$ cat config.mk
export PLATFORM = sky130hd
export DESIGN_NAME = column_scan_sar_sequencer
export DESIGN_NICKNAME = d
export VERILOG_FILES = /design/src/hdl/col_scan_pkg.sv /design/src/hdl/column_scan_sar_sequencer.sv /design/src/hdl/sar_channel.sv
export SDC_FILE = /design/constraint.sdc
export NUM_CORES = 1
export LEC_CHECK = 0
export CAP_MARGIN = 5
export CORE_ASPECT_RATIO = 1.1
export CORE_MARGIN = 2
export CORE_UTILIZATION = 50
export CTS_BUF_LIST = sky130_fd_sc_hd__clkbuf_16
export DETAILED_ROUTE_END_ITERATION = 12
export DONT_BUFFER_PORTS = 1
export GPL_TIMING_DRIVEN = 0
export PLACE_DENSITY_LB_ADDON = 0.12
export SYNTH_ARGS = -nofsm -noshare
export SYNTH_HDL_FRONTEND = slang
export SYNTH_SLANG_ARGS = --single-unit
$ cat constraint.sdc
create_clock -name ref_clk_i -period 4.1 [get_ports ref_clk_i]
set_input_delay 0.82 -clock ref_clk_i [delete_from_list [all_inputs] [get_ports ref_clk_i]]
set_output_delay 0.82 -clock ref_clk_i [all_outputs]
set_load 0.01 [all_outputs]
$ cat src/hdl/col_scan_pkg.sv
// Constants and types shared by the column scan sequencer
package col_scan_pkg;
  localparam int NUM_COLS = 10;
  localparam int NUM_ROWS = 10;
  localparam int RES_BITS = 10;
  localparam int ADDR_W = 4;
  localparam logic [RES_BITS-1:0] RES_RST = 10'h000;
  localparam logic [NUM_COLS-1:0] SEL_RST = 10'h000;
  localparam logic [ADDR_W-1:0] COL_FIRST_RST = 4'h0;
  localparam logic [ADDR_W-1:0] COL_LAST_RST = 4'h9;
  // Timing in ns at 250 MHz
  localparam int CLK_PERIOD_NS = 4;
  localparam int BIT_TIME_NS = 3000;
  localparam int BIT_CYCLES = (BIT_TIME_NS + CLK_PERIOD_NS - 1) / CLK_PERIOD_NS;
  localparam int COL_SETTLE_NS = 50000;
  localparam int COL_SETTLE_CYCLES = (COL_SETTLE_NS + CLK_PERIOD_NS - 1) / CLK_PERIOD_NS;
  localparam int CNT_W = 16;
  typedef enum logic [4:0] {
    ST_IDLE   = 5'b00001,
    ST_LOAD   = 5'b00010,
    ST_SETTLE = 5'b00100,
    ST_CONV   = 5'b01000,
    ST_NEXT   = 5'b10000
  } scan_state_t;
endpackage

$ cat src/hdl/column_scan_sar_sequencer.sv
// Column scan sequencer with ten parallel SAR row channels
`timescale 1ns/10ps
module column_scan_sar_sequencer
(
  // Clock and reset
  input wire logic ref_clk_i,
  input wire logic rst_i,
  // Control
  input wire logic measure_go_set_i,
  input wire logic scan_repeat_select_i,
  input wire logic [col_scan_pkg::ADDR_W-1:0] col_first_i,
  input wire logic [col_scan_pkg::ADDR_W-1:0] col_last_i,
  output logic measure_go_o,
  output logic busy_o,
  // Analog side
  input wire logic [col_scan_pkg::NUM_ROWS-1:0] cmp_i,
  output logic [col_scan_pkg::NUM_COLS-1:0] col_sel_o,
  output logic [col_scan_pkg::NUM_ROWS*col_scan_pkg::RES_BITS-1:0] dac_o,
  // Host readout
  input wire logic [col_scan_pkg::ADDR_W-1:0] rd_row_i,
  output logic [col_scan_pkg::RES_BITS-1:0] rd_data_o,
  output logic [col_scan_pkg::ADDR_W-1:0] rd_row_o,
  output logic [col_scan_pkg::ADDR_W-1:0] rd_col_o,
  output logic rd_valid_o,
  output logic col_done_o
);
  import col_scan_pkg::*;

  ////////////////////////////////////////////////////////////////////////////
  // Sampled pin inputs
  logic [NUM_ROWS-1:0] cmp_m_r, cmp_s_r;
  always_ff @(posedge ref_clk_i) begin
    if (rst_i) begin
      cmp_m_r <= '0;
      cmp_s_r <= '0;
    end else begin
      cmp_m_r <= cmp_i;
      cmp_s_r <= cmp_m_r;
    end
  end

  ////////////////////////////////////////////////////////////////////////////
  // Sequencer state
  scan_state_t state_r, state_nxt;
  logic [NUM_COLS-1:0] sel_r, sel_nxt;
  logic [ADDR_W-1:0] col_r, col_nxt;
  logic [ADDR_W-1:0] load_cnt_r, load_cnt_nxt;
  logic [CNT_W-1:0] tmr_r, tmr_nxt;
  logic go_r, go_nxt;
  logic sar_start, sar_step;
  logic [NUM_ROWS-1:0] ch_done;
  logic [RES_BITS-1:0] ch_res [NUM_ROWS];
  logic [ADDR_W-1:0] first_c, last_c;

  // Out-of-range limits fall back to the full matrix
  assign first_c = (col_first_i < ADDR_W'(NUM_COLS)) ? col_first_i : COL_FIRST_RST;
  assign last_c = (col_last_i < ADDR_W'(NUM_COLS) && col_last_i >= first_c) ? col_last_i : COL_LAST_RST;

  always_comb begin
    state_nxt = state_r;
    sel_nxt = sel_r;
    col_nxt = col_r;
    load_cnt_nxt = load_cnt_r;
    tmr_nxt = tmr_r;
    go_nxt = go_r | measure_go_set_i;
    sar_start = 1'b0;
    sar_step = 1'b0;
    unique case (state_r)
      ST_IDLE: begin
        if (go_r) begin
          go_nxt = measure_go_set_i;
          sel_nxt = SEL_RST;
          col_nxt = first_c;
          load_cnt_nxt = '0;
          state_nxt = ST_LOAD;
        end
      end
      ST_LOAD: begin
        // One bit per shift cycle: a one enters at the first column position
        sel_nxt = {sel_r[NUM_COLS-2:0], (load_cnt_r == ADDR_W'(NUM_COLS-1) - col_r)};
        load_cnt_nxt = load_cnt_r + 1'b1;
        if (load_cnt_r == ADDR_W'(NUM_COLS-1)) begin
          tmr_nxt = '0;
          state_nxt = ST_SETTLE;
        end
      end
      ST_SETTLE: begin
        tmr_nxt = tmr_r + 1'b1;
        if (tmr_r == CNT_W'(COL_SETTLE_CYCLES-1)) begin
          sar_start = 1'b1;
          tmr_nxt = '0;
          state_nxt = ST_CONV;
        end
      end
      ST_CONV: begin
        // Bit clock enable derived here; one decision per bit time
        tmr_nxt = tmr_r + 1'b1;
        if (tmr_r == CNT_W'(BIT_CYCLES-1)) begin
          tmr_nxt = '0;
          sar_step = 1'b1;
        end
        if (ch_done[0]) begin
          state_nxt = ST_NEXT;
        end
      end
      ST_NEXT: begin
        if (col_r < last_c) begin
          sel_nxt = {sel_r[NUM_COLS-2:0], 1'b0};
          col_nxt = col_r + 1'b1;
          tmr_nxt = '0;
          state_nxt = ST_SETTLE;
        end else if (scan_repeat_select_i) begin
          col_nxt = first_c;
          sel_nxt = SEL_RST;
          load_cnt_nxt = '0;
          state_nxt = ST_LOAD;
        end else begin
          sel_nxt = SEL_RST;
          state_nxt = ST_IDLE;
        end
      end
      default: state_nxt = ST_IDLE;
    endcase
  end

  always_ff @(posedge ref_clk_i) begin
    if (rst_i) begin
      state_r <= ST_IDLE;
      sel_r <= SEL_RST;
      col_r <= COL_FIRST_RST;
      load_cnt_r <= '0;
      tmr_r <= '0;
      go_r <= 1'b0;
    end else begin
      state_r <= state_nxt;
      sel_r <= sel_nxt;
      col_r <= col_nxt;
      load_cnt_r <= load_cnt_nxt;
      tmr_r <= tmr_nxt;
      go_r <= go_nxt;
    end
  end

  // Switches open during the serial load to avoid stimulating a wrong column
  assign col_sel_o = (state_r == ST_SETTLE || state_r == ST_CONV) ? sel_r : SEL_RST;
  assign measure_go_o = go_r;
  assign busy_o = (state_r != ST_IDLE);

  ////////////////////////////////////////////////////////////////////////////
  // Row channels
  genvar g;
  generate
    for (g = 0; g < NUM_ROWS; g++) begin : g_ch
      sar_channel u_ch (
        .ref_clk_i(ref_clk_i),
        .rst_i(rst_i),
        .start_i(sar_start),
        .step_i(sar_step),
        .cmp_i(cmp_s_r[g]),
        .dac_o(dac_o[g*RES_BITS +: RES_BITS]),
        .result_o(ch_res[g]),
        .done_o(ch_done[g])
      );
    end
  endgenerate

  ////////////////////////////////////////////////////////////////////////////
  // Result hold: copied on column end, so host reads while next column runs
  logic [RES_BITS-1:0] hold_r [NUM_ROWS];
  logic [RES_BITS-1:0] hold_nxt [NUM_ROWS];
  logic [ADDR_W-1:0] hcol_r, hcol_nxt;
  logic hvalid_r, hvalid_nxt;
  logic [RES_BITS-1:0] rd_data_r, rd_data_nxt;
  logic [ADDR_W-1:0] rd_row_r, rd_row_nxt;
  logic done_p_r, done_p_nxt;

  always_comb begin
    hold_nxt = hold_r;
    hcol_nxt = hcol_r;
    hvalid_nxt = hvalid_r;
    done_p_nxt = 1'b0;
    if (ch_done[0]) begin
      hold_nxt = ch_res;
      hcol_nxt = col_r;
      hvalid_nxt = 1'b1;
      done_p_nxt = 1'b1;
    end
    rd_row_nxt = rd_row_i;
    rd_data_nxt = (rd_row_i < ADDR_W'(NUM_ROWS)) ? hold_r[rd_row_i] : RES_RST;
  end

  always_ff @(posedge ref_clk_i) begin
    if (rst_i) begin
      for (int i = 0; i < NUM_ROWS; i++) begin
        hold_r[i] <= RES_RST;
      end
      hcol_r <= COL_FIRST_RST;
      hvalid_r <= 1'b0;
      done_p_r <= 1'b0;
      rd_data_r <= RES_RST;
      rd_row_r <= '0;
    end else begin
      hold_r <= hold_nxt;
      hcol_r <= hcol_nxt;
      hvalid_r <= hvalid_nxt;
      done_p_r <= done_p_nxt;
      rd_data_r <= rd_data_nxt;
      rd_row_r <= rd_row_nxt;
    end
  end

  assign rd_data_o = rd_data_r;
  assign rd_row_o = rd_row_r;
  assign rd_col_o = hcol_r;
  assign rd_valid_o = hvalid_r;
  assign col_done_o = done_p_r;

  ////////////////////////////////////////////////////////////////////////////
  // Assertions; span counts cycles in the current state, too long to unroll as a sequence
  logic [CNT_W-1:0] span_r, span_nxt;
  always_comb begin
    span_nxt = (state_nxt == state_r) ? span_r + 1'b1 : '0;
  end
  always_ff @(posedge ref_clk_i) begin
    if (rst_i) begin
      span_r <= '0;
    end else begin
      span_r <= span_nxt;
    end
  end

  property p_one_col;
    @(posedge ref_clk_i) disable iff (rst_i)
      (state_r == ST_CONV) |-> $onehot(col_sel_o);
  endproperty
  a_one_col: assert property (p_one_col) else $error("Not exactly one column driven");

  property p_load_len;
    @(posedge ref_clk_i) disable iff (rst_i)
      (state_r == ST_LOAD) |-> (span_r < CNT_W'(NUM_COLS)) &&
        ((state_nxt != ST_LOAD) == (span_r == CNT_W'(NUM_COLS-1)));
  endproperty
  a_load_len: assert property (p_load_len) else $error("Serial load not ten shifts");

  property p_sel_match;
    @(posedge ref_clk_i) disable iff (rst_i)
      (state_r == ST_SETTLE) |-> sel_r[col_r];
  endproperty
  a_sel_match: assert property (p_sel_match) else $error("Selection bit does not match column");

  property p_go_clear;
    @(posedge ref_clk_i) disable iff (rst_i)
      (state_r == ST_IDLE && go_r && !measure_go_set_i) |=> !go_r ##0 (state_r == ST_LOAD);
  endproperty
  a_go_clear: assert property (p_go_clear) else $error("Start bit not cleared on start");

  property p_hold;
    @(posedge ref_clk_i) disable iff (rst_i)
      ch_done[0] |=> (rd_col_o == $past(col_r)) && rd_valid_o && col_done_o;
  endproperty
  a_hold: assert property (p_hold) else $error("Result not held with column");

  property p_all_done;
    @(posedge ref_clk_i) disable iff (rst_i)
      ch_done[0] |-> (&ch_done);
  endproperty
  a_all_done: assert property (p_all_done) else $error("Row channels out of step");

  property p_single;
    @(posedge ref_clk_i) disable iff (rst_i)
      (state_r == ST_NEXT && col_r >= last_c && !scan_repeat_select_i) |=> (state_r == ST_IDLE);
  endproperty
  a_single: assert property (p_single) else $error("Single step did not stop");

  property p_advance;
    @(posedge ref_clk_i) disable iff (rst_i)
      (state_r == ST_NEXT && col_r < last_c) |=> (col_r == $past(col_r) + 4'h1) && (state_r == ST_SETTLE);
  endproperty
  a_advance: assert property (p_advance) else $error("Column did not advance");

  property p_sar_len;
    @(posedge ref_clk_i) disable iff (rst_i)
      (state_r == ST_CONV) |-> (ch_done[0] ? (span_r == CNT_W'(BIT_CYCLES*RES_BITS)) :
        (span_r < CNT_W'(BIT_CYCLES*RES_BITS)));
  endproperty
  a_sar_len: assert property (p_sar_len) else $error("Conversion did not finish");
endmodule

$ cat src/hdl/sar_channel.sv
// One row channel: successive approximation register
`timescale 1ns/10ps
module sar_channel
(
  // Clock and reset
  input wire logic ref_clk_i,
  input wire logic rst_i,
  // Control
  input wire logic start_i,
  input wire logic step_i,
  input wire logic cmp_i,
  // Outputs
  output logic [col_scan_pkg::RES_BITS-1:0] dac_o,
  output logic [col_scan_pkg::RES_BITS-1:0] result_o,
  output logic done_o
);
  import col_scan_pkg::*;
  logic [RES_BITS-1:0] trial_r, trial_nxt;
  logic [RES_BITS-1:0] mask_r, mask_nxt;
  logic [RES_BITS-1:0] res_r, res_nxt;
  logic done_r, done_nxt;

  always_comb begin
    trial_nxt = trial_r;
    mask_nxt = mask_r;
    res_nxt = res_r;
    done_nxt = 1'b0;
    if (start_i) begin
      mask_nxt = {1'b1, {(RES_BITS-1){1'b0}}};
      trial_nxt = {1'b1, {(RES_BITS-1){1'b0}}};
    end else if (step_i && mask_r != '0) begin
      // Keep the trial bit only when sensor exceeds DAC
      trial_nxt = cmp_i ? trial_r : (trial_r & ~mask_r);
      trial_nxt = trial_nxt | (mask_r >> 1);
      mask_nxt = mask_r >> 1;
      if (mask_r[0]) begin
        res_nxt = cmp_i ? trial_r : (trial_r & ~mask_r);
        done_nxt = 1'b1;
      end
    end
  end

  always_ff @(posedge ref_clk_i) begin
    if (rst_i) begin
      trial_r <= RES_RST;
      mask_r <= RES_RST;
      res_r <= RES_RST;
      done_r <= 1'b0;
    end else begin
      trial_r <= trial_nxt;
      mask_r <= mask_nxt;
      res_r <= res_nxt;
      done_r <= done_nxt;
    end
  end

  assign dac_o = trial_r;
  assign result_o = res_r;
  assign done_o = done_r;
endmodule

[After elaboration in Yosys (flattened, before gate mapping)]
Index checks and enable logic that the tools add are counted.
Word-level totals
  register bits: 481
  input port bits: 26
  output and inout bits: 132
  logic and storage cells: 277
Cells by class
  $add $sub $neg: 4
  magnitude comparators: 6
  eq/ne operators: 18
  muxes and demuxes: 87
  bitwise gates (word level): 35
  reductions and logical operators: 53
Operators with widths (number)
  10-bit two-way mux: 55
  10-bit bitwise AND: 10
  10-bit inverter: 10
  10-bit by 9-bit OR with 10-bit output: 10
  10-bit nonzero test: 10
  16-bit two-way mux: 4
  16-bit case mux with 4 select lines: 1
  10-bit binary-select mux with 4-bit select: 1
  3-bit AND reduction: 12
  4-bit two-way mux: 8
  10-bit case mux with 3 select lines: 1
  5-bit case mux with 5 select lines: 1
  2-bit nonzero test: 11
  5-bit two-way mux: 4
  16-bit by 1-bit adder with 16-bit output (second input constant): 1
  16-bit by 10-bit == test with 1-bit output (second input constant): 1
  16-bit by 14-bit == test with 1-bit output (second input constant): 1
  4-bit less-than comparator (second input constant): 3
  2-bit inequality test (second input constant): 6
  4-bit case mux with 3 select lines: 1
  1-bit logical AND: 11
  4-bit by 1-bit adder with 4-bit output (second input constant): 2
  1-bit two-way mux: 8
  4-bit case mux with 2 select lines: 1
  other kinds (26): 30

[Logic depth before layout (Yosys ltp)]
Gate-level depths: netlist of the first run.
  depth in word-level cells: 8
  gate-level depth with buffers: 17
  depth with buffers taken out: 14

[Cells and area by module]
A second synthesis of the first run with hierarchy kept.
Unflattened totals
  cells, all modules: 2141
  area, all modules: 19660.1 µm²
By module, submodules not included
  sar_channel: instances 10, cells each 136, area an instance 1188.6 µm²
  column_scan_sar_sequencer: instances 1, cells each 781, area an instance 7773.7 µm²

[Worst setup path after synthesis of the first run]
OpenSTA, ideal clock, no wires.
  kind: input -> register
  start: in col_first_i[2] in the netlist's numbering
  end: reg tmr_r[14]
  arrival time: 3573 ps
  data required time: 4009 ps
  path slack: 436 ps
  stages: 15
  buffers on the path: 3
  cell sequence: o21ai_0 > and2_1 > ha_1 > or3b_1 > a221oi_2 > nor2_1 > ha_1 > and3_1 > nand3_1 > o21a_1 > buf_4 > a22o_1 > buf_2 > buf_6 > a311oi_1
Between the ends
  word-level cells in the longest chain between the ends: 8
RTL lines
  start, declared: line column_scan_sar_sequencer.sv:11  | input wire logic [col_scan_pkg::ADDR_W-1:0] col_first_i,
  4-bit less-than comparator: line column_scan_sar_sequencer.sv:56  | assign first_c = (col_first_i < ADDR_W'(NUM_COLS)) ? col_first_i : COL_FIRST_RST;
  4-bit two-way mux *: line column_scan_sar_sequencer.sv:56
  4-bit >= comparator *: line column_scan_sar_sequencer.sv:57  | assign last_c = (col_last_i < ADDR_W'(NUM_COLS) && col_last_i >= first_c) ? col_last_i : COL_LAST_RST;
  1-bit logical AND *: line column_scan_sar_sequencer.sv:57
  4-bit two-way mux *: line column_scan_sar_sequencer.sv:57
  4-bit less-than comparator *: line column_scan_sar_sequencer.sv:107  | if (col_r < last_c) begin
  2-bit inequality test (no source line) *
  3-bit AND reduction (no source line) *
  end signal, assigned: line column_scan_sar_sequencer.sv:139  | tmr_r <= tmr_nxt;
  end, declared: line column_scan_sar_sequencer.sv:48  | logic [CNT_W-1:0] tmr_r, tmr_nxt;
Every way passes the cells marked *; elsewhere a longest branch is shown, timed or not.
A chain may end at the register's enable or synchronous reset.

[Worst setup path in the final report of the first run]
  start: reg state_r[4]
  end: out col_sel_o[9] in the netlist's numbering
Between the ends
  word-level cells in the longest chain between the ends: 3
RTL lines
  start, declared: line column_scan_sar_sequencer.sv:44  | scan_state_t state_r, state_nxt;
  start signal, assigned: line column_scan_sar_sequencer.sv:135  | state_r <= state_nxt;
  5-bit by 3-bit == test with 1-bit output or 5-bit by 4-bit == test with 1-bit output (tied branches): line column_scan_sar_sequencer.sv:145  | assign col_sel_o = (state_r == ST_SETTLE || state_r == ST_CONV) ? sel_r : SEL_RST;
  1-bit logical OR *: line column_scan_sar_sequencer.sv:145
  10-bit two-way mux *: line column_scan_sar_sequencer.sv:145
  end, declared: line column_scan_sar_sequencer.sv:17  | output logic [col_scan_pkg::NUM_COLS-1:0] col_sel_o,
Marks and branches as above.

==> flow_summary.ini, run 1 <==
[status]
status = finished, final reports clean

[synth]
synth_edf_count = 0
synthMostInstantiatedCell = dfxtp_1
syn_area_um2 = 19200
synth_top_area_cell = dfxtp_1
synthArstFlopShare_pct = 0
syn_nets = 2171
syn_area_per_cell_um2 = 9.02
synth_cell_type_count = 65
synthCells = 2131
yosysSeqAreaShare_pct = 50.1
ys.warnings.count = 0
synth_top_area_share_pct = 50.1
ys_seq_elements = 481
ys.flop_type = dfxtp_1
synth_area_leaders = dfxtp_1 (50%), mux2i_1 (7.4%), a21oi_1 (6.7%), nand2_1 (5.9%), nor2_1 (4.3%)
synth_commonest_cells = dfxtp_1 (481), nand2_1 (303), a21oi_1 (259)

[detailed_routing]
antenna_left = 0
drt_iter0_drc = 1253
vias = 16154
drt-total-wl_um = 63800
viasPerCell = 5.93
drc = 0
firstDrtPassIters = 6
post_drt_wl_per_cell_um = 23.4

[grt]
grt_pass1_wl_um = 94500
grt_overflow_total = 0
antenna_found_initial = 0
grt_util_all_layers_pct = 31.6
first_global_vias = 15075
grt_start_max_net_pins = 15

[power_and_ir_drop]
p_total_mw = 9.42
power.leakage_nw = 7.30
power_density_nw_per_um2 = 440
ir_drop_v = 0.000404

[floorplan]
die_area_um2 = 40000
dieWidth_um = 191
core_um2 = 38000
rows = 75
start_util_pct = 50.6
io_pins = 158
die_y_um = 210

[clock_tree]
cts_tree = built
cts_resized = 0
cts_hold_buffers = 0
post-cts-setup-buffers = 0
clock-sinks = 481
cts_root_buffer = clkbuf_16
htreeDepth = 2
clock_path_buffers = 3
cts_buffers = 48
clk_latency_ns = 0.59
path_clk_slew_ns = 0.06

[timing]
slew_viol_final = 0
finalHoldViolCount = 0
finClkSkew_ns = 0.0149
fmax_mhz = 286
setup_viol = 0
grt_setup_unrepaired = false
tns_ns = 0
fin_crit_sh_pct = 85.2
slew_headroom_pct = 10.9
tightest_slew_ns = 1.34
min_period_ns = 3.49

[critical_path]
cp_slowest_cell = buf_4
arrival_ns = 2.67
reg2reg_depth = 8
r2r_end = g_ch[0].u_ch.dac_o[0]
critPathMaxFanout = 10
crit_chain = buf_2 -> nor2_1 -> and3_1 -> buf_2 -> buf_4 -> nor2_1 -> nor2b_1
worstSetupPathType = flop to primary output
critPathLaunchType = flop
critPathMaxStageDelay_ns = 0.39
r2r_setup_slack_ns = 1.04
critPathCaptureType = primary output
r2r-start = tmr_r[0]
crit_required_ns = 3.28

[place]
io_buffers = 0
dp_hpwl_um = 45800
place_congestion = 0.959

[min_path]
hold_end = cmp_m_r[6]
hold_class = primary input to flop
worstHoldPathCells = 1
hold_start = cmp_i[6]

[finish]
multiInputGateArea_um2 = 8810
drive_gt1_share_pct = 7.61
seq_area_um2 = 9630
fillers = 3465
nNetsFinal = 2221
area.growth.synth_to_final_pct = 11.4

[flow_run]
maxCapViolCount = 0
## metal layers
metal / track usage [%] / vias to the layer above / wire (um)
met1: 41.8 / 7744 / 26500
met3: 7.39 / 148 / 5940
met2: 48.5 / 707 / 28100
met4: 15.4 / 0 / 3240
met5: 0 / - / 0
li1: - / 7555 / -
## flip-flops by register name, indices dropped and copies added, names as in the netlist, 5 cells and up
signal and count:
state_r 5, cmp_m_r 10, g_ch.u_ch.dac_o 100, rd_data_o 10
sel_r 10, g_ch.u_ch.result_o 100, hold_r 100, cmp_s_r 10
g_ch.u_ch.mask_r 100, tmr_r 16
## power breakdown
part / internal (mW) / switching [mW]
Combinational: 0.0785 / 0.217
Sequential: 4.69 / 0.0139
Clock: 2.54 / 1.88
Total: 7.31 / 2.11
## kinds of logic after synthesis
logic type / after synthesis / share of synthesized area [%]
AOI/OAI and AO/OA: 477 / 15.1
xor gates and xnor gates: 6 / 0.273
adders and majority gates: 14 / 0.911
buffers and inverters: 174 / 4.14
DFF: 481 / 50.1
muxes: 163 / 9.79
and+or+nand+nor: 816 / 19.7
## critical path: cells and delay by family, from the launching register on
family,cells,cell delay (ns)
buffers and inverters,3,0.77
DFF,1,0.29
and+or+nand+nor,4,1.03
## worst max path at each step
stage                     slack (ns)      endpoint  cells after the start           start
after global routing            0.40      sel_r[7]                     15  col_first_i[2]
final                           0.61  col_sel_o[9]                      7      state_r[4]
after CTS                       0.61  col_sel_o[9]                      7      state_r[4]
after detailed placement        0.07     tmr_r[14]                     16  col_first_i[2]
after floorplan                 0.44     tmr_r[14]                     15  col_first_i[2]
after global placement           0.1      tmr_r[9]                     16  col_first_i[2]
## cells in the final DEF, fill, tap and decap left out, types with 61 or more instances in the layout
master    synthesis  routed
a21oi_1         259     259
clkbuf_1         61      61
dfxtp_1         481     481
inv_1            53      67
mux2i_1         143     143
nand2_1         303     303
nand2b_1         70      70
nand3_1          91      91
nor2_1          219     219
o21ai_0          65      65
## layout make-up
| class | count | share of cell area [%] |
|---|---|---|
| antenna | 1 | 0.0117 |
| buffer | 121 | 2.79 |
| sequential | 481 | 44.9 |
| tap | 500 | 2.92 |
| multi-input combinational | 1476 | 41.1 |
| inverter | 53 | 0.929 |
| clock inverter | 41 | 1.58 |
| clock buffer | 49 | 5.72 |
## metrics by stage
step / instance area [um2] / utilization [%] / hold slack [ns] / instances / worst slack [ns]
floorplan: 19200 / - / 0.414 / 2131 / 0.436
global placement: 19900 / 52.2 / 0.420 / 2631 / 0.0977
detailed placement: 19900 / 52.2 / 0.431 / 2631 / 0.0651
CTS: 21400 / 56.4 / 0.348 / 2721 / 0.609
global route: 21400 / 56.4 / 0.348 / 2721 / 0.403
finish: 21400 / 56.4 / 0.368 / 2722 / 0.605
Power figures use the tool's default switching activity.
==> inputs of run 2 (changes only) <==
--- a/config.mk
+++ b/config.mk
@@ -14,6 +14,7 @@
 export DONT_BUFFER_PORTS = 1
 export GPL_TIMING_DRIVEN = 0
 export PLACE_DENSITY_LB_ADDON = 0.12
+export REMOVE_ABC_BUFFERS = 1
 export SYNTH_ARGS = -nofsm -noshare
 export SYNTH_HDL_FRONTEND = slang
 export SYNTH_SLANG_ARGS = --single-unit
==> run 2 against run 1 <==
Compared with the run above: clock skew shrank 0.0011 ns; maximum frequency shrank 8.5%; via count shrank 8.3%; routed wire length shrank 25%; flip-flop and latch count is the same; cell area shrank 2.2%; sequential power is essentially flat; utilization shrank 1.3 points; combinational power shrank 47%; die area is the same; highest routed layer unchanged; first-iteration DRC count shrank 15%; worst hold slack lost 0.031 ns.
==> flow_summary.ini, run 2 (synthesis results as in run 1) <==
[status]
status = finished, final reports clean

[place]
dp_hpwl_um = 31200
place_ws_ns = -0.266
place_congestion = 0.812
io_buffers = 0

[grt]
grt_use_met2_pct = 37.7
first_global_vias = 13815
met1_usage_pct = 31.2
grt_overflow_total = 0
busiest_layer = met2
antenna_found_initial = 0
grt_util_all_layers_pct = 23.5
grt_util_met3_pct = 5.70
grt_start_max_net_pins = 278
grt_pass1_wl_um = 75400

[timing]
min_period_ns = 3.82
tightest_slew_ns = 1.28
fin_crit_sh_pct = 93.1
grt_setup_unrepaired = false
finalWorstSetupSlack_ns = 0.282
setup_viol = 0
fmax_mhz = 262
slew_viol_final = 0
finClkSkew_ns = 0.0138
slew_headroom_pct = 14.6
finalHoldViolCount = 0

[power_and_ir_drop]
p_comb_share_pct = 1.7
internal_power_mw = 7.09
pwr-share-clk_pct = 45.9
swShare_pct = 21.3
power_density_nw_per_um2 = 430
power.leakage_nw = 7.01
p_seq_share_pct = 52.4
p_switching_mw = 1.92
ir_drop_v = 0.000343
p_total_mw = 9.01

[critical_path]
critPathCaptureType = flop
critPathMaxFanout = 17
worstSetupPathType = primary input to flop
arrival_ns = 4.26
crit_chain = o21ai_0 -> and2_1 -> ha_1 -> or3b_1 -> a221oi_2 -> nor2_1 -> nand2_1 -> ha_1 -> a21o_1 -> a221oi_1 -> o21a_1 -> a22o_1 -> o211a_1 -> nor3_1
cp-startpoint = col_first_i[2]
crit_required_ns = 4.54
r2r_setup_slack_ns = 0.44
cp_slowest_cell = a22o_1
r2r-start = tmr_r[0]
critPathMaxStageDelay_ns = 0.65
timing.critical_path.mode_cell = ha_1
critPathLaunchType = primary input

[clock_tree]
path_clk_slew_ns = 0.06
clock_path_buffers = 3
post-cts-setup-buffers = 0
cts_tree = built
cts_buffers = 49
clk_latency_ns = 0.56
cts_root_buffer = clkbuf_16
htreeDepth = 2
clock-sinks = 481
cts_hold_buffers = 0
cts_resized = 0

[detailed_routing]
vias = 14819
drt_iter0_drc = 1062
viasPerCell = 5.70
drc = 0
antenna_left = 0
firstDrtPassIters = 5
drt-total-wl_um = 47800
post_drt_wl_per_cell_um = 18.4

[min_path]
hold_start = rst_i
hold_class = primary input to flop

[flow_run]
maxCapViolCount = 0

[finish]
area.growth.synth_to_final_pct = 8.91
drive_gt1_share_pct = 5.95
nNetsFinal = 2108
post-route-util_pct = 55.1
final_common_cell = dfxtp_1
antenna_cells = 0
final_cell_mix = dfxtp_1 (480), nand2_1 (303), a21oi_1 (259)

[floorplan]
rows = 75
dieWidth_um = 191
start_util_pct = 50.6
die_y_um = 210
core_um2 = 38000
io_pins = 158
die_area_um2 = 40000
-- run 2: cell types whose count changed in the layout (fill, tap and decap cells not counted), sizes merged --
cell and change:
buf -53, bufinv -3, clkbuf -61, clkinv +5, diode -1, inv -8
-- run 2: metrics by stage --
step	std cells	hold WS (ns)	cell area, um2	TNS (ns)
after floorplan	2010	0.414	18600	-18.16
after global placement	2510	0.416	19300	-734.75
after detailed placement	2517	0.420	19500	-3.61
after CTS	2601	0.324	20900	0
after global routing	2601	0.321	20900	0
final	2601	0.337	20900	0
-- run 2: worst max-delay path: cells and delay by family --
| kind | cells | cell delay, ns |
|---|---|---|
| AO/OA/AOI/OAI | 7 | 2.11 |
| adder cells (fa/ha/maj) | 2 | 0.49 |
| AND/OR/NAND/NOR | 5 | 0.83 |
-- run 2: power groups by stage --
| stage | combinational (mW) | sequential (mW) | clock (mW) |
|---|---|---|---|
| after CTS | 0.155 | 4.72 | 4.22 |
| after global placement | 0.144 | 4.82 | 0 |
| after floorplan | 0.114 | 4.81 | 0 |
| after detailed placement | 0.155 | 4.82 | 0 |
| after global routing | 0.171 | 4.72 | 4.40 |
| final | 0.156 | 4.72 | 4.13 |
-- run 2: final timing paths --
check        depth (start not counted)                       end
max reg2reg                          8  g_ch[2].u_ch.result_o[6]
min reg2reg                          1                cmp_s_r[1]
min                                  1                cmp_m_r[7]
max                                 14                  tmr_r[2]
-- run 2: final cells by class --
class / instances / area, um2
well taps: 500 / 626
multi-input cells: 1476 / 8840
fillers: 3459 / 17100
inverters: 53 / 199
flip-flops and latches: 481 / 9630
repair buffers: 7 / 193
clock buffers: 49 / 1230
clock inverters: 35 / 225
-- run 2: per-layer routing --
metal  share of wire [%]  wire length (um)
met5                   0                 0
met4                 2.3              1110
met3                 6.8              3260
met2                  47             22300
met1                  44             21200
==> inputs of run 3 (changes only) <==
--- a/config.mk
+++ b/config.mk
@@ -13,7 +13,7 @@
 export DETAILED_ROUTE_END_ITERATION = 12
 export DONT_BUFFER_PORTS = 1
 export GPL_TIMING_DRIVEN = 0
-export PLACE_DENSITY_LB_ADDON = 0.12
+export PLACE_DENSITY_LB_ADDON = 0.3
 export REMOVE_ABC_BUFFERS = 1
 export SYNTH_ARGS = -nofsm -noshare
 export SYNTH_HDL_FRONTEND = slang
==> run 3 against run 2 <==
Compared with the run above: count of clock-buffer cells in the layout did not move; maximum frequency rose by 1.6%; clock power fell by 1%; sequential share of layout area rose by 0.066 points; die area did not move; sequential power barely moved; final cell count barely moved; flip-flop and latch count did not move; setup slack improved by 0.060 ns; cell area fell by 0.14%; global-route usage barely moved; critical endpoint is now g_ch[2].u_ch.result_o[6].
==> flow_summary.ini, run 3 (synthesis results as in run 1) <==
[status]
status = finished, final reports clean

[clock_tree]
cts_buffers = 49
clock-sinks = 481
clk_latency_ns = 0.56
cts_resized = 0
cts_root_buffer = clkbuf_16
cts_hold_buffers = 0
path_clk_slew_ns = 0.06
post-cts-setup-buffers = 0
htreeDepth = 2
clock_path_buffers = 3
cts_tree = built

[grt]
first_global_vias = 14215
grt_util_all_layers_pct = 23.5
grt_overflow_total = 0
grt_pass1_wl_um = 75600
grt_start_max_net_pins = 278
antenna_found_initial = 0

[critical_path]
cp_top_family = simple AND/OR/NAND/NOR gates
crit_required_ns = 4.58
critPathLaunchType = flop
path_buf_inv = 1
worstSetupPathType = flop to flop
cp_slowest_cell = and4_2
cp_num_cells = 8
r2r_setup_slack_ns = 0.34
crit_chain = ha_1 -> nor4bb_1 -> and4_2 -> nand2_4 -> buf_16 -> nor2_1 -> o211ai_1 -> a21oi_1
critPathMaxStageDelay_ns = 0.85
arrival_ns = 4.23
critPathMaxFanout = 52
critPathCaptureType = flop
reg2reg_depth = 8

[floorplan]
io_pins = 158
start_util_pct = 50.6
dieWidth_um = 191
die_area_um2 = 40000
die_y_um = 210
core_um2 = 38000
rows = 75

[timing]
min_period_ns = 3.76
tns_ns = 0
fin_crit_sh_pct = 91.7
fmax_mhz = 266
grt_setup_unrepaired = false
slew_viol_final = 0
slew_headroom_pct = 19.0
tightest_slew_ns = 1.21
finalHoldViolCount = 0
finClkSkew_ns = 0.0105
finalWorstSetupSlack_ns = 0.342
setup_viol = 0

[finish]
drive_gt1_share_pct = 6.13
antenna_cells = 0
fillers = 3402
final_cell_mix = dfxtp_1 (480), nand2_1 (303), a21oi_1 (259)
nNetsFinal = 2108
final_common_cell = dfxtp_1
area.growth.synth_to_final_pct = 8.76

[detailed_routing]
viasPerCell = 5.76
drc = 0
post_drt_wl_per_cell_um = 18.4
vias = 14997
antenna_left = 0
drt-total-wl_um = 48000
firstDrtPassIters = 5
drt_iter0_drc = 1067

[power_and_ir_drop]
power.leakage_nw = 7.01
ir_drop_v = 0.000273
power_density_nw_per_um2 = 428
p_total_mw = 8.96

[min_path]
hold_class = primary input to flop
worstHoldPathCells = 1

[flow_run]
maxCapViolCount = 0

[place]
place_ws_ns = -0.232
io_buffers = 0
dp_hpwl_um = 31500
place_congestion = 0.834
[run 3: worst paths after layout]
check                   from                  endpoint
setup / recovery    tmr_r[0]  g_ch[2].u_ch.result_o[6]
hold / removal         rst_i                cmp_m_r[7]
setup reg to reg    tmr_r[0]  g_ch[2].u_ch.result_o[6]
hold reg to reg   cmp_m_r[2]                cmp_s_r[2]
[run 3: power breakdown]
group | leakage [nW] | internal, mW | switching [mW] | total (mW)
registers | 3.88 | 4.69 | 0.0286 | 4.72
logic | 2.37 | 0.0644 | 0.0907 | 0.155
clock network | 0.760 | 2.28 | 1.80 | 4.08
total | 7.01 | 7.04 | 1.92 | 8.96
[run 3: through the flow]
stage | instances | hold slack, ns | util (%) | instance area [um2]
global placement | 2510 | 0.418 | 50.7 | 19300
detailed placement | 2517 | 0.422 | 51.2 | 19500
floorplan | 2010 | 0.414 | - | 18600
finish | 2603 | 0.334 | 55.0 | 20900
CTS | 2603 | 0.321 | 55.0 | 20900
global route | 2603 | 0.312 | 55.0 | 20900
[run 3: layout make-up]
type	instances	area [um2]	area share, %
clock inverters	37	218	1.04
clock buffers	49	1230	5.86
repair buffers	7	173	0.826
multi-input cells	1476	8840	42.3
flip-flops and latches	481	9630	46.1
well taps	500	626	2.99
inverters	53	199	0.951
[run 3: layer usage]
| metal | GRT usage, % | share of wire, % | vias to the layer above |
|---|---|---|---|
| li1 | - | - | 7323 |
| met1 | 29.8 | 43 | 7158 |
| met2 | 38.0 | 47 | 401 |
| met3 | 5.82 | 7.0 | 115 |
| met4 | 9.62 | 3.6 | 0 |
| met5 | 0 | 0 | - |
